### config.mk
export PLATFORM = sky130hd
export DESIGN_NAME = acl_ctrl
export DESIGN_NICKNAME = d
export VERILOG_FILES = /design/src/inc/acl_pkg.sv /design/src/acl_ctrl.sv
export SDC_FILE = /design/constraint.sdc
export NUM_CORES = 1
export LEC_CHECK = 0
export BUFFER_PORTS_ARGS = -buffer_cell sky130_fd_sc_hd__buf_2
export CAP_MARGIN = 0
export CORE_MARGIN = 3
export CORE_UTILIZATION = 58
export CTS_CLUSTER_SIZE = 14
export DETAILED_ROUTE_END_ITERATION = 8
export PLACE_DENSITY = 0.78
export SLEW_MARGIN = 20
export SYNTH_ARGS = -nofsm -noshare
export SYNTH_HDL_FRONTEND = slang
export SYNTH_SLANG_ARGS = --single-unit
### constraint.sdc
create_clock -name i_core_clk -period 2.9 [get_ports i_core_clk]
set_input_delay 0.435 -clock i_core_clk [delete_from_list [all_inputs] [get_ports i_core_clk]]
set_output_delay 0.435 -clock i_core_clk [all_outputs]
set_load 0.005 [all_outputs]
### src/inc/acl_pkg.sv
// Purpose: Shared constants and types for the aux clock, lock and GPO block.
// Assumes: APB4 register access with 32-bit words.
// Notes: Register byte address is four times the register index.
`default_nettype none
package acl_pkg;
  localparam int ACL_AW = 8;
  localparam int ACL_RW = 24;
  // Register indices and byte addresses.
  localparam logic [7:0] ACL_IDX_AUX1 = 8'h18;
  localparam logic [7:0] ACL_IDX_AUX2 = 8'h19;
  localparam logic [7:0] ACL_IDX_LOCK = 8'h1a;
  localparam logic [7:0] ACL_IDX_GPO = 8'h1b;
  localparam logic [7:0] ACL_IDX_STAT = 8'h1f;
  localparam logic [9:0] ACL_ADDR_AUX1 = {ACL_IDX_AUX1, 2'h0};
  localparam logic [9:0] ACL_ADDR_AUX2 = {ACL_IDX_AUX2, 2'h0};
  localparam logic [9:0] ACL_ADDR_LOCK = {ACL_IDX_LOCK, 2'h0};
  localparam logic [9:0] ACL_ADDR_GPO = {ACL_IDX_GPO, 2'h0};
  localparam logic [9:0] ACL_ADDR_STAT = {ACL_IDX_STAT, 2'h0};
  // Reset values.
  localparam logic [23:0] ACL_RST_AUX1 = 24'h0000a0;
  localparam logic [23:0] ACL_RST_AUX2 = 24'h00000f;
  localparam logic [23:0] ACL_RST_LOCK = 24'h001040;
  localparam logic [23:0] ACL_RST_GPO = 24'h000000;
  // Field positions of the aux registers.
  localparam int ACL_F_INSEL = 0;
  localparam int ACL_F_MODE = 2;
  localparam int ACL_F_DIV = 4;
  localparam int ACL_F_SDSEL = 7;
  localparam int ACL_F_LFSR_EN = 8;
  localparam int ACL_F_ACC_EN = 9;
  localparam int ACL_F_MODMODE = 10;
  localparam int ACL_F_STEP = 12;
  localparam int ACL_F_LODLY = 20;
  localparam int ACL_F_HIDLY = 0;
  localparam int ACL_F_CLKINV = 3;
  localparam int ACL_F_RINGCLK = 4;
  // Field positions of the lock register.
  localparam int ACL_F_THRESH = 0;
  localparam int ACL_F_ASYM = 10;
  localparam int ACL_F_ASYM_POL = 11;
  localparam int ACL_F_AUTO = 12;
  localparam int ACL_F_FORCED = 13;
  localparam int ACL_F_MONO = 14;
  localparam int ACL_F_RSPEED = 15;
  localparam int ACL_F_DUR = 17;
  localparam int ACL_F_RTEST = 19;
  // Field positions of the output select register.
  localparam int ACL_F_GSEL = 0;
  localparam int ACL_F_GDATA = 4;
  localparam int ACL_F_GDRV = 7;
  localparam int ACL_F_GDIS = 8;
  // Status register field positions.
  localparam int ACL_F_ST_LOCK = 0;
  localparam int ACL_F_ST_AUX = 1;
  localparam int ACL_F_ST_SQ = 2;
  typedef enum logic [1:0] {ACL_SRC_VCODIV, ACL_SRC_XREF, ACL_SRC_REFDIV,
    ACL_SRC_RING} acl_src_t;
  typedef enum logic [1:0] {ACL_AM_BYPASS, ACL_AM_DELAY, ACL_AM_RING,
    ACL_AM_RING_GATED} acl_auxmode_t;
  typedef enum logic [1:0] {ACL_MM_PASS, ACL_MM_SQUARE, ACL_MM_LFSR_LO,
    ACL_MM_LFSR_HI} acl_modmode_t;
  // Internal and pin signals used as aux clock sources or routed to the general outputs.
  typedef struct packed {
    logic xref_clk;
    logic xref_sin;
    logic ref_clk;
    logic vco_div_clk;
    logic aux_ring;
    logic lock_ring;
    logic pfd_up;
    logic pfd_dn;
    logic sat_ref;
    logic sat_vco;
    logic cycslip;
    logic frac_strobe;
    logic ramp_busy;
    logic [2:0] vco_phase;
    logic [2:0] quant;
  } acl_src_bus_t;
  // Lock window settings handed to the analog window generator.
  typedef struct packed {
    logic asym_en;
    logic asym_pol;
    logic ring_mono;
    logic [1:0] ring_speed;
    logic [1:0] duration;
    logic ring_test;
  } acl_lock_cfg_t;
endpackage
`default_nettype wire

### src/acl_ctrl.sv
// Purpose: Aux clock generator, delay modulator, lock counter and GPO mux.
// Assumes: Clocks from pins are sampled on i_core_clk, well below 50 MHz.
// Notes: APB slave, zero wait states, unmapped addresses answer pslverr.
// Contract
// - Two-bit field picks aux clock source
// - Two-bit field sets aux clock mode
// - Divide aux clock by 1,2,4..14
// - Select bit routes aux clock to modulator
// - Enable bit runs 10-bit LFSR
// - Enable bit runs 8-bit accumulator
// - Two-bit field selects delay modulation mode
// - Accumulator adds step, wrap toggles square
// - Low delay for passthrough and square low
// - High delay is square-wave high level
// - Invert bit inverts modulator clock
// - Ring select clocks LFSR from lock ring
// - Lock after in-window count reaches threshold
// - Asymmetric window enable and polarity bits
// - Auto bit muxes lock to idle data-out
// - Forced bit always drives lock, reads impossible
// - Ring or analog one-shot, speed, duration fields
// - Ring test bit runs ring alone
// - Select zero drives register data on outputs
// - Select codes one to four route signals
// - Further codes route phase, clocks, busy, quantizer
// - Global drive enable, per-pad disable bits
//
// The implementer's own choice: the APB register port.
`timescale 1ns/1ns
`default_nettype none
module acl_ctrl
#(
  parameter int LFSR_W = 10,
  parameter int ACC_W = 8
)
(
  // Clock and reset.
  input wire logic i_core_clk,
  input wire logic i_rst_b,
  // APB slave.
  input wire logic i_psel,
  input wire logic i_penable,
  input wire logic i_pwrite,
  input wire logic [9:0] i_paddr,
  input wire logic [31:0] i_pwdata,
  input wire logic [3:0] i_pstrb,
  output logic [31:0] o_prdata,
  output logic o_pready,
  output logic o_pslverr,
  // Signals from pins and other clocks.
  input wire acl_pkg::acl_src_bus_t i_src,
  input wire logic i_lock_in_window,
  // Serial data out.
  input wire logic i_sdo_read_active,
  input wire logic i_sdo_read_data,
  output logic o_sdo,
  // Generated clocks and modulator.
  output logic o_aux_clk,
  output logic o_sd_clk,
  output logic [2:0] o_aux_delay,
  output logic o_lock_ring_run,
  output acl_pkg::acl_lock_cfg_t o_lock_cfg,
  output logic o_locked,
  // General outputs.
  output logic [2:0] o_gpo,
  output logic [2:0] o_gpo_oe_b
);
  import acl_pkg::*;

  if (LFSR_W != 10 || ACC_W != 8)
  begin : g_width_check
    $error("Modulator widths are fixed at 10 and 8 bits.");
  end

  logic [23:0] aux1_reg;
  logic [23:0] aux2_reg;
  logic [23:0] lock_reg;
  logic [23:0] gpo_reg;
  logic [31:0] prdata_reg;
  acl_src_bus_t src_meta_reg;
  acl_src_bus_t src_reg;
  logic win_meta_reg;
  logic win_reg;
  logic win_dly_reg;
  logic base_dly_reg;
  logic [2:0] div_cnt_reg;
  logic div_clk_reg;
  logic mod_dly_reg;
  logic ring_dly_reg;
  logic [ACC_W-1:0] acc_reg;
  logic sq_reg;
  logic [LFSR_W-1:0] lfsr_reg;
  logic [9:0] win_cnt_reg;
  logic locked_reg;
  logic [2:0] gpo_next;
  logic [2:0] delay_next;
  logic base_clk;
  logic aux_next;
  logic mod_clk;
  logic lfsr_clk;
  logic addr_ok;
  logic wr_en;
  logic [23:0] rd_word;
  logic [ACC_W:0] acc_sum;

  function automatic logic [23:0] merge(input logic [23:0] old,
                                        input logic [31:0] wd,
                                        input logic [3:0] strb);
    logic [23:0] r;
    r = old;
    for (int b = 0; b < 3; b++)
    begin
      if (strb[b])
      begin
        r[b*8 +: 8] = wd[b*8 +: 8];
      end
    end
    return r;
  endfunction

  function automatic logic [2:0] sat_add(input logic [2:0] a,
                                         input logic [2:0] b);
    logic [3:0] s;
    s = {1'b0, a} + {1'b0, b};
    return s[3] ? 3'h7 : s[2:0];
  endfunction

  // Register access.
  always_comb
  begin
    addr_ok = 1'b1;
    case (i_paddr)
      ACL_ADDR_AUX1: rd_word = aux1_reg;
      ACL_ADDR_AUX2: rd_word = aux2_reg;
      ACL_ADDR_LOCK: rd_word = lock_reg;
      ACL_ADDR_GPO: rd_word = gpo_reg;
      ACL_ADDR_STAT: rd_word = {21'h0, sq_reg, o_aux_clk, locked_reg};
      default:
      begin
        rd_word = 24'h0;
        addr_ok = 1'b0;
      end
    endcase
  end

  assign o_pready = 1'b1;
  assign o_pslverr = i_psel & i_penable & ~addr_ok;
  assign o_prdata = prdata_reg;
  assign wr_en = i_psel & i_penable & i_pwrite & addr_ok;

  always_ff @(posedge i_core_clk or negedge i_rst_b)
  begin
    if (!i_rst_b)
    begin
      prdata_reg <= 32'h0;
    end
    else if (i_psel & ~i_penable & ~i_pwrite)
    begin
      prdata_reg <= {8'h0, rd_word};
    end
  end

  // Status register is read only; writes to it are ignored.
  always_ff @(posedge i_core_clk or negedge i_rst_b)
  begin
    if (!i_rst_b)
    begin
      aux1_reg <= ACL_RST_AUX1;
      aux2_reg <= ACL_RST_AUX2;
      lock_reg <= ACL_RST_LOCK;
      gpo_reg <= ACL_RST_GPO;
    end
    else if (wr_en)
    begin
      case (i_paddr)
        ACL_ADDR_AUX1: aux1_reg <= merge(aux1_reg, i_pwdata, i_pstrb);
        ACL_ADDR_AUX2: aux2_reg <= merge(aux2_reg, i_pwdata, i_pstrb);
        ACL_ADDR_LOCK: lock_reg <= merge(lock_reg, i_pwdata, i_pstrb);
        ACL_ADDR_GPO: gpo_reg <= merge(gpo_reg, i_pwdata, i_pstrb);
        default: ;
      endcase
    end
  end

  // Every pin level passes two flip-flops before use.
  always_ff @(posedge i_core_clk or negedge i_rst_b)
  begin
    if (!i_rst_b)
    begin
      src_meta_reg <= '0;
      src_reg <= '0;
      win_meta_reg <= 1'b0;
      win_reg <= 1'b0;
    end
    else
    begin
      src_meta_reg <= i_src;
      src_reg <= src_meta_reg;
      win_meta_reg <= i_lock_in_window;
      win_reg <= win_meta_reg;
    end
  end

  // Aux clock source and mode.
  always_comb
  begin
    case (acl_src_t'(aux1_reg[ACL_F_INSEL +: 2]))
      ACL_SRC_VCODIV: base_clk = src_reg.vco_div_clk;
      ACL_SRC_XREF: base_clk = src_reg.xref_clk;
      ACL_SRC_REFDIV: base_clk = src_reg.ref_clk;
      ACL_SRC_RING: base_clk = src_reg.aux_ring;
      default: base_clk = 1'b0;
    endcase
    case (acl_auxmode_t'(aux1_reg[ACL_F_MODE +: 2]))
      ACL_AM_BYPASS: aux_next = div_clk_reg;
      ACL_AM_DELAY: aux_next = div_clk_reg;
      ACL_AM_RING: aux_next = src_reg.aux_ring;
      ACL_AM_RING_GATED: aux_next = src_reg.aux_ring & div_clk_reg;
      default: aux_next = 1'b0;
    endcase
  end

  // Divide by twice the code toggles every code edges; code zero passes.
  always_ff @(posedge i_core_clk or negedge i_rst_b)
  begin
    if (!i_rst_b)
    begin
      base_dly_reg <= 1'b0;
      div_cnt_reg <= 3'h0;
      div_clk_reg <= 1'b0;
    end
    else
    begin
      base_dly_reg <= base_clk;
      if (aux1_reg[ACL_F_DIV +: 3] == 3'h0)
      begin
        div_clk_reg <= base_clk;
        div_cnt_reg <= 3'h0;
      end
      else if (base_clk & ~base_dly_reg)
      begin
        if (div_cnt_reg + 3'h1 >= aux1_reg[ACL_F_DIV +: 3])
        begin
          div_cnt_reg <= 3'h0;
          div_clk_reg <= ~div_clk_reg;
        end
        else
        begin
          div_cnt_reg <= div_cnt_reg + 3'h1;
        end
      end
    end
  end

  assign mod_clk = o_aux_clk ^ aux2_reg[ACL_F_CLKINV];
  assign lfsr_clk = aux2_reg[ACL_F_RINGCLK] ? src_reg.lock_ring
                                            : mod_clk;
  assign acc_sum = {1'b0, acc_reg} + {1'b0, aux1_reg[ACL_F_STEP +: 8]};

  // Modulator state advances on rising edges of its own clock.
  always_ff @(posedge i_core_clk or negedge i_rst_b)
  begin
    if (!i_rst_b)
    begin
      mod_dly_reg <= 1'b0;
      ring_dly_reg <= 1'b0;
      acc_reg <= '0;
      sq_reg <= 1'b0;
      lfsr_reg <= 10'h001;
    end
    else
    begin
      mod_dly_reg <= mod_clk;
      ring_dly_reg <= lfsr_clk;
      if (aux1_reg[ACL_F_ACC_EN] & mod_clk & ~mod_dly_reg)
      begin
        acc_reg <= acc_sum[ACC_W-1:0];
        if (acc_sum[ACC_W])
        begin
          sq_reg <= ~sq_reg;
        end
      end
      if (aux1_reg[ACL_F_LFSR_EN] & lfsr_clk & ~ring_dly_reg)
      begin
        lfsr_reg <= {lfsr_reg[8:0], lfsr_reg[9] ^ lfsr_reg[6]};
      end
    end
  end

  // Delay code for the analog delay line.
  always_comb
  begin
    case (acl_modmode_t'(aux1_reg[ACL_F_MODMODE +: 2]))
      ACL_MM_PASS: delay_next = aux1_reg[ACL_F_LODLY +: 3];
      ACL_MM_SQUARE: delay_next = sq_reg ? aux2_reg[ACL_F_HIDLY +: 3]
                                  : aux1_reg[ACL_F_LODLY +: 3];
      ACL_MM_LFSR_LO:
        delay_next = sat_add(aux1_reg[ACL_F_LODLY +: 3],
                             {2'h0, lfsr_reg[0]});
      ACL_MM_LFSR_HI:
        delay_next = sat_add(aux1_reg[ACL_F_LODLY +: 3],
                             {1'b0, lfsr_reg[1:0]});
      default: delay_next = 3'h0;
    endcase
  end

  always_ff @(posedge i_core_clk or negedge i_rst_b)
  begin
    if (!i_rst_b)
    begin
      o_aux_clk <= 1'b0;
      o_sd_clk <= 1'b0;
      o_aux_delay <= 3'h0;
    end
    else
    begin
      o_aux_clk <= aux_next;
      o_sd_clk <= aux1_reg[ACL_F_SDSEL] ? o_aux_clk
                                        : src_reg.vco_div_clk;
      o_aux_delay <= delay_next;
    end
  end

  // Lock counter: one step per reference rising edge, cleared on a miss.
  always_ff @(posedge i_core_clk or negedge i_rst_b)
  begin
    if (!i_rst_b)
    begin
      win_dly_reg <= 1'b0;
      win_cnt_reg <= 10'h0;
      locked_reg <= 1'b0;
    end
    else
    begin
      win_dly_reg <= src_reg.ref_clk;
      if (src_reg.ref_clk & ~win_dly_reg)
      begin
        if (!win_reg)
        begin
          win_cnt_reg <= 10'h0;
          locked_reg <= 1'b0;
        end
        else if (win_cnt_reg >= lock_reg[ACL_F_THRESH +: 10])
        begin
          locked_reg <= 1'b1;
        end
        else
        begin
          win_cnt_reg <= win_cnt_reg + 10'h1;
        end
      end
    end
  end

  assign o_locked = locked_reg;
  assign o_lock_cfg.asym_en = lock_reg[ACL_F_ASYM];
  assign o_lock_cfg.asym_pol = lock_reg[ACL_F_ASYM_POL];
  assign o_lock_cfg.ring_mono = lock_reg[ACL_F_MONO];
  assign o_lock_cfg.ring_speed = lock_reg[ACL_F_RSPEED +: 2];
  assign o_lock_cfg.duration = lock_reg[ACL_F_DUR +: 2];
  assign o_lock_cfg.ring_test = lock_reg[ACL_F_RTEST];
  // Ring runs for the ring one-shot, for testing, or to clock the LFSR.
  assign o_lock_ring_run = lock_reg[ACL_F_RTEST] | lock_reg[ACL_F_MONO] |
                           aux2_reg[ACL_F_RINGCLK];

  // Forced mode hides read data entirely; the host must not read then.
  always_ff @(posedge i_core_clk or negedge i_rst_b)
  begin
    if (!i_rst_b)
    begin
      o_sdo <= 1'b0;
    end
    else if (lock_reg[ACL_F_FORCED])
    begin
      o_sdo <= locked_reg;
    end
    else if (lock_reg[ACL_F_AUTO] & ~i_sdo_read_active)
    begin
      o_sdo <= locked_reg;
    end
    else
    begin
      o_sdo <= i_sdo_read_data & i_sdo_read_active;
    end
  end

  // General output mux; index 2 is output three.
  always_comb
  begin
    case (gpo_reg[ACL_F_GSEL +: 4])
      4'h0: gpo_next = gpo_reg[ACL_F_GDATA +: 3];
      4'h1: gpo_next = {src_reg.xref_clk, src_reg.ref_clk,
                        src_reg.vco_div_clk};
      4'h2: gpo_next = {src_reg.pfd_up, src_reg.pfd_dn, win_reg};
      4'h3: gpo_next = {src_reg.sat_ref, src_reg.sat_vco,
                        src_reg.cycslip};
      4'h4: gpo_next = {src_reg.xref_clk, src_reg.xref_sin,
                        src_reg.frac_strobe};
      4'h6: gpo_next = src_reg.vco_phase;
      4'h7: gpo_next = {o_aux_clk, src_reg.lock_ring, o_sd_clk};
      4'h8: gpo_next = {1'b0, src_reg.ramp_busy, 1'b0};
      4'ha: gpo_next = src_reg.quant;
      default: gpo_next = 3'h0;
    endcase
  end

  always_ff @(posedge i_core_clk or negedge i_rst_b)
  begin
    if (!i_rst_b)
    begin
      o_gpo <= 3'h0;
      o_gpo_oe_b <= 3'h7;
    end
    else
    begin
      o_gpo <= gpo_next;
      o_gpo_oe_b <= ~({3{gpo_reg[ACL_F_GDRV]}} &
                      ~gpo_reg[ACL_F_GDIS +: 3]);
    end
  end
endmodule // acl_ctrl
`default_nettype wire

---- After elaboration in Yosys (flattened, before gate mapping) ----
Cells that the tools add are included.
Widths: inputs -> output; s select.
storage, ports and cells
  register bits after elaboration ......... 210
  bits of input ports ..................... 73
  output and inout port bits .............. 56
  word-level logic and storage cells ...... 173
cells by class
  $add $sub $neg .......................... 5
  $lt $le $gt $ge ......................... 2
  equal/unequal tests ..................... 24
  muxes and demuxes ....................... 23
  bitwise operators ....................... 32
  reductions and logical operators ........ 25
operators by type and width
  kind                   number
  $pmux 24 s5            1
  $eq 10x7->1 const B    5
  $reduce_and 3->1       12
  $pmux 3 s9             1
  $mux 10                2
  $mux 3                 6
  $and 1x1->1            15
  $eq 2x2->1 const B     6
  $eq 4x3->1 const B     3
  $pmux 3 s4             1
  $add 10x1->10 const B  1
  $ge 10x10->1           1
  $mux 1                 10
  $not 1->1              10
  $add 8x8->9            1
  $eq 4x2->1 const B     2
  $eq 4x4->1 const B     2
  $reduce_and 2->1       4
  $eq 2x1->1 const B     3
  $logic_not 2->1        3
  $not 3->3              2
  $reduce_or 5->1        1
  $add 3x1->4            1
  $add 3x2->4            1
  14 further kinds       17

---- Depth between registers and ports, before layout ----
  depth in word-level cells ............... 5
  gate-level depth with buffers ........... 8
  mapped depth without buffers ............ 8

---- Worst setup path after synthesis ----
Ideal clock, no wire load.
  path kind ............................... flip-flop to flip-flop
  start point ............................. register lock_reg[6]
  end point ............................... register win_cnt_reg[6]
  library setup time ...................... 0.154 ns
  arrival time ............................ 2.115 ns
  data required time ...................... 2.746 ns
  path slack .............................. 0.630 ns
  stages on the path, launching flop included .. 9
  buffers on the path ..................... 0
  clock period less this slack ............ 2.270 ns
  cells stage by stage .................... dfstp_2 -> inv_1 -> ha_1 -> nand4_1 -> a211oi_1 -> a2111o_1 -> or2_2 -> o311ai_0 -> o311ai_0
on the way
  longest elaborated chain between the ends .. 3
ends and longest elaborated chain
  element                     line             text
  start: declaration          acl_ctrl.sv:77   logic [23:0] lock_reg;
  start signal: assignment    acl_ctrl.sv:178  ACL_ADDR_LOCK: lock_reg <= merge(lock_reg, i_pwdata, i_pstrb);
  $ge 10x10->1                acl_ctrl.sv:343  else if (win_cnt_reg >= lock_reg[ACL_F_THRESH +: 10])
  $ne 2x2->1 (no line)        --
  $reduce_and 2->1 (no line)  --
  end signal: assignment      acl_ctrl.sv:349  win_cnt_reg <= win_cnt_reg + 10'h1;
  end: declaration            acl_ctrl.sv:93   logic [9:0] win_cnt_reg;
Every way passes these cells.
A chain may end at the register's enable or synchronous reset.

---- Worst setup path after layout ----
Same ends and word-level chain as after synthesis.

==> qor.csv <==
stage;metric;value;unit
status;status;finished clean;
placement;port bufs;110;
worst_setup_path;Setup CP Type;reg -> reg;
route;antenna violation net count after detailed routing;0;
clocking;clk buf depth;3;
sta;minimum clock period;2540;ps
sta;final hold violation count;0;
clocking;clk root buf;clkbuf_16;
die;area of the core;15500;sq um
global_route;aggregate global routing overflow;0;
die;die area;17800;sq um
route;final WL;22800;um
worst_setup_path;reg2reg start;lock_reg[6]$_DFFE_PN1P_;
pwr;P_leak;0.00538;uW
worst_setup_path;Crit path arrival time;2870;ps
route;DRC Markers;0;
global_route;largest net degree at the start of global routing;77;
worst_setup_path;slowest CP cell;dfstp_2;
layout;ant diodes;0;
synth;Yosys reg bits;210;
placement;Area after DPL;10100;sq um
sta;RSZ-0062 raised after global routing;no;
placement;RePlAce Congestion;0.876;
placement;DP HPWL;15600;um
layout;multi-input logic area;3820;sq um
pwr;PD cells;560;nW/um^2
sta;endpoints failing setup;0;
synth;area leader, netlist;dfrtp_1;
layout;fill cell count;1106;
synth;synth unique cells;64;
layout;fin area;10900;sq um
synth;asr flop ratio synth;100;%
worst_setup_path;reg2reg end;win_cnt_reg[6]$_DFFE_PN0P_;
worst_setup_path;FF-to-FF setup slack;360;ps
sta;setup tns final;0;ps
worst_setup_path;crit-path cells;inv_1, ha_1, nand4_1, a211oi_1, a2111o_1, or2_2, o311ai_0, o311ai_0;
sta;upper clock frequency limit;394;MHz
sta;fin. max-slew vios;0;
die;die height;133;um
synth;Synth area leaders;dfrtp_1, mux2_2, ha_1;
route;First DRT Iteration DRCs;579;
layout;ratio of cells with drive above 1 in the final layout;33.6;%
synth;Mapped Cells;761;
worst_setup_path;max incr delay on CP;550;ps
clocking;TritonCTS clock tree;yes;
synth;Mapped Avg Cell Area;12.4;sq um
route;DR pass1 iterations;8;
clocking;Num CTS Buffers;22;
synth;Yosys top cell area share;52.6;%
die;number of top-level pins;129;
worst_setup_path;most frequent CP cell;o311ai_0;
synth;Cell Area, Synth;9410;sq um
route;routed len/inst;20.8;um
flow_run;MaxCap Viol Count;0;
global_route;Total GRT Usage;25.8;%
synth;Post-synth top flop;dfrtp_1;
global_route;vias in the first global route;6989;
synth;Post-synth EDFFs;0;
clocking;clock-pin slew on the worst setup and hold paths;60;ps
synth;post-synthesis sequential area ratio;56.0;%
worst_setup_path;crit start category;register;
layout;Register Area;5270;sq um
worst_setup_path;CP Capture Type;register;
clocking;Post-CTS Setup Inserts;0;
sta;post-route clock skew;13.7;ps
sta;Slew @ Worst Pin;742;ps
global_route;first-pass GRT wire length;36900;um
worst_setup_path;Largest delay share family, worst path;compound AO/OA/AOI/OAI gates;
clocking;Clock Latency Late Sink;510;ps
die;# rows;45;
min_path;worst hold start;i_src[6];
die;Die W;133;um
layout;Final #Nets;971;
min_path;Hold Path Class;in -> reg;
route;vias post-DR;6614;
sta;worst rel slew slack;50.5;%
clocking;Sink Count;210;
worst_setup_path;CP required;3230;ps
layout;Syn-to-layout area delta;15.6;%
synth;Ys Warns;0;
sta;Final Cycle Share;87.6;%
layout;Final Core Density;70.0;%
pwr;Max VDD drop;442;uV
die;initial core utilization;60.6;%
min_path;Endpoint, Worst Hold;src_meta_reg[6]$_DFF_PN0_;
worst_setup_path;Worst Reg-to-Reg Cells;8;
clocking;H-tree depth;1;
worst_setup_path;Crit Path Max Fanout;9;
route;DR vias/cell;6.03;
min_path;WHS Path Cells;1;
global_route;initial antenna violation count;0;
worst_setup_path;Buf+Inv Stages, Crit Path;1;
==> stage by stage <==
stage               std cells  hold slack [ps]  worst slack (ps)  total power (uW)
finish                   1097             30.9               359              6090
global route             1097             16.8               153              6290
CTS                      1097             12.8               374              6140
detailed placement       1056              335               348              3350
global placement         1056              334               428              3340
floorplan                 768              139               630              3160
==> synthesized netlist by cell type, types with 3 or more instances <==
cell        n
mux2_1      7
a21oi_1    53
nor4_1      4
mux2_2    105
a211oi_1    4
o21ai_0    29
o211ai_1    3
nor2_1     35
xor2_1      4
a21o_1     16
dfstp_2    12
nor2b_1     6
nand2b_1    8
buf_2       6
a222oi_1   21
inv_1      25
nand2_1    48
clkbuf_1   18
xnor2_1     4
nor3_1      5
nand2_4     3
ha_1       26
dfrtp_1   198
a31oi_1     6
o31ai_1     3
or3_1       3
buf_4      19
nand3_1    12
nand3b_1    4
and2_1      5
a22oi_1     4
nand2_2     9
a221oi_1    5
mux2i_1     9
==> cells in the final DEF (no fill, tap or decap), types with 4 or more instances in the layout <==
| cell type | count |
|---|---|
| mux2_1 | 7 |
| mux2_2 | 105 |
| a22oi_1 | 4 |
| buf_2 | 109 |
| clkbuf_16 | 22 |
| clkbuf_8 | 8 |
| clkbuf_1 | 7 |
| o21ai_0 | 29 |
| nand3_1 | 12 |
| nand2b_1 | 8 |
| a211oi_1 | 4 |
| dfrtp_1 | 198 |
| mux2i_1 | 9 |
| a222oi_1 | 21 |
| xor2_1 | 4 |
| xnor2_1 | 4 |
| nand2_2 | 9 |
| a21o_1 | 16 |
| a221oi_1 | 5 |
| conb_1 | 9 |
| and2_1 | 5 |
| dfstp_2 | 12 |
| a31oi_1 | 6 |
| inv_1 | 25 |
| nand2_1 | 48 |
| nand3b_1 | 4 |
| nor3_1 | 5 |
| buf_4 | 10 |
| nor2_1 | 35 |
| ha_1 | 26 |
| a21oi_1 | 53 |
| nor2b_1 | 6 |
| nor4_1 | 4 |
==> worst max path at each step <==
stage                       startpoint                    endpoint  slack, ps  cells after the start
2_1_floorplan  lock_reg[6]$_DFFE_PN1P_  win_cnt_reg[6]$_DFFE_PN0P_        630                      8
3_3_place_gp                i_paddr[9]     gpo_reg[17]$_DFFE_PN0P_        430                      7
3_5_place_dp                i_paddr[9]    lock_reg[22]$_DFFE_PN0P_        350                      7
4_1_cts        lock_reg[6]$_DFFE_PN1P_  win_cnt_reg[6]$_DFFE_PN0P_        370                      8
5_1_grt        lock_reg[9]$_DFFE_PN0P_  win_cnt_reg[6]$_DFFE_PN0P_        150                      8
6_report       lock_reg[6]$_DFFE_PN1P_  win_cnt_reg[6]$_DFFE_PN0P_        360                      8
==> final cells by class <==
cell class	instances	share of cell area, %
repair buffers	124	6.47
flip-flops and latches	210	48.4
well taps	211	2.43
multi-input cells	487	35.1
clock buffers	36	6.19
clock inverters	4	0.517
inverters	25	0.862
==> repair_timing <==
| action | in CTS | in global routing |
|---|---|---|
| endpoints found under the hold margin | 65 | 0 |
| hold buffers | 1 | 0 |
| gates resized for setup | 0 | 0 |
==> per-layer routing <==
metal / vias to the layer above / GRT usage (%) / share of wire (%)
li1: 2966 / - / -
met1: 3385 / 34.2 / 41
met2: 208 / 43.5 / 51
met3: 55 / 4.65 / 5.8
met4: 0 / 8.29 / 2.6
met5: - / 0 / 0
==> logic make-up after synthesis <==
group	Yosys count	synth area share [%]
flip-flops	210	56.0
AND/OR/NAND/NOR	160	9.41
AO/OA/AOI/OAI	159	11.3
multiplexers	123	14.8
buffers and inverters	71	3.75
adder cells (fa/ha/maj)	28	3.88
XOR/XNOR	8	0.744
other	2	0.0798
==> report_power, final <==
| group | leakage, uW | switching (uW) | internal [uW] | total (uW) |
|---|---|---|---|---|
| Sequential | 0.00276 | 47.4 | 3000 | 3040 |
| Clock | 0.000359 | 1120 | 1670 | 2790 |
| Combinational | 0.00227 | 161 | 94.4 | 256 |
No activity file was read; power rests on OpenSTA's default activity.
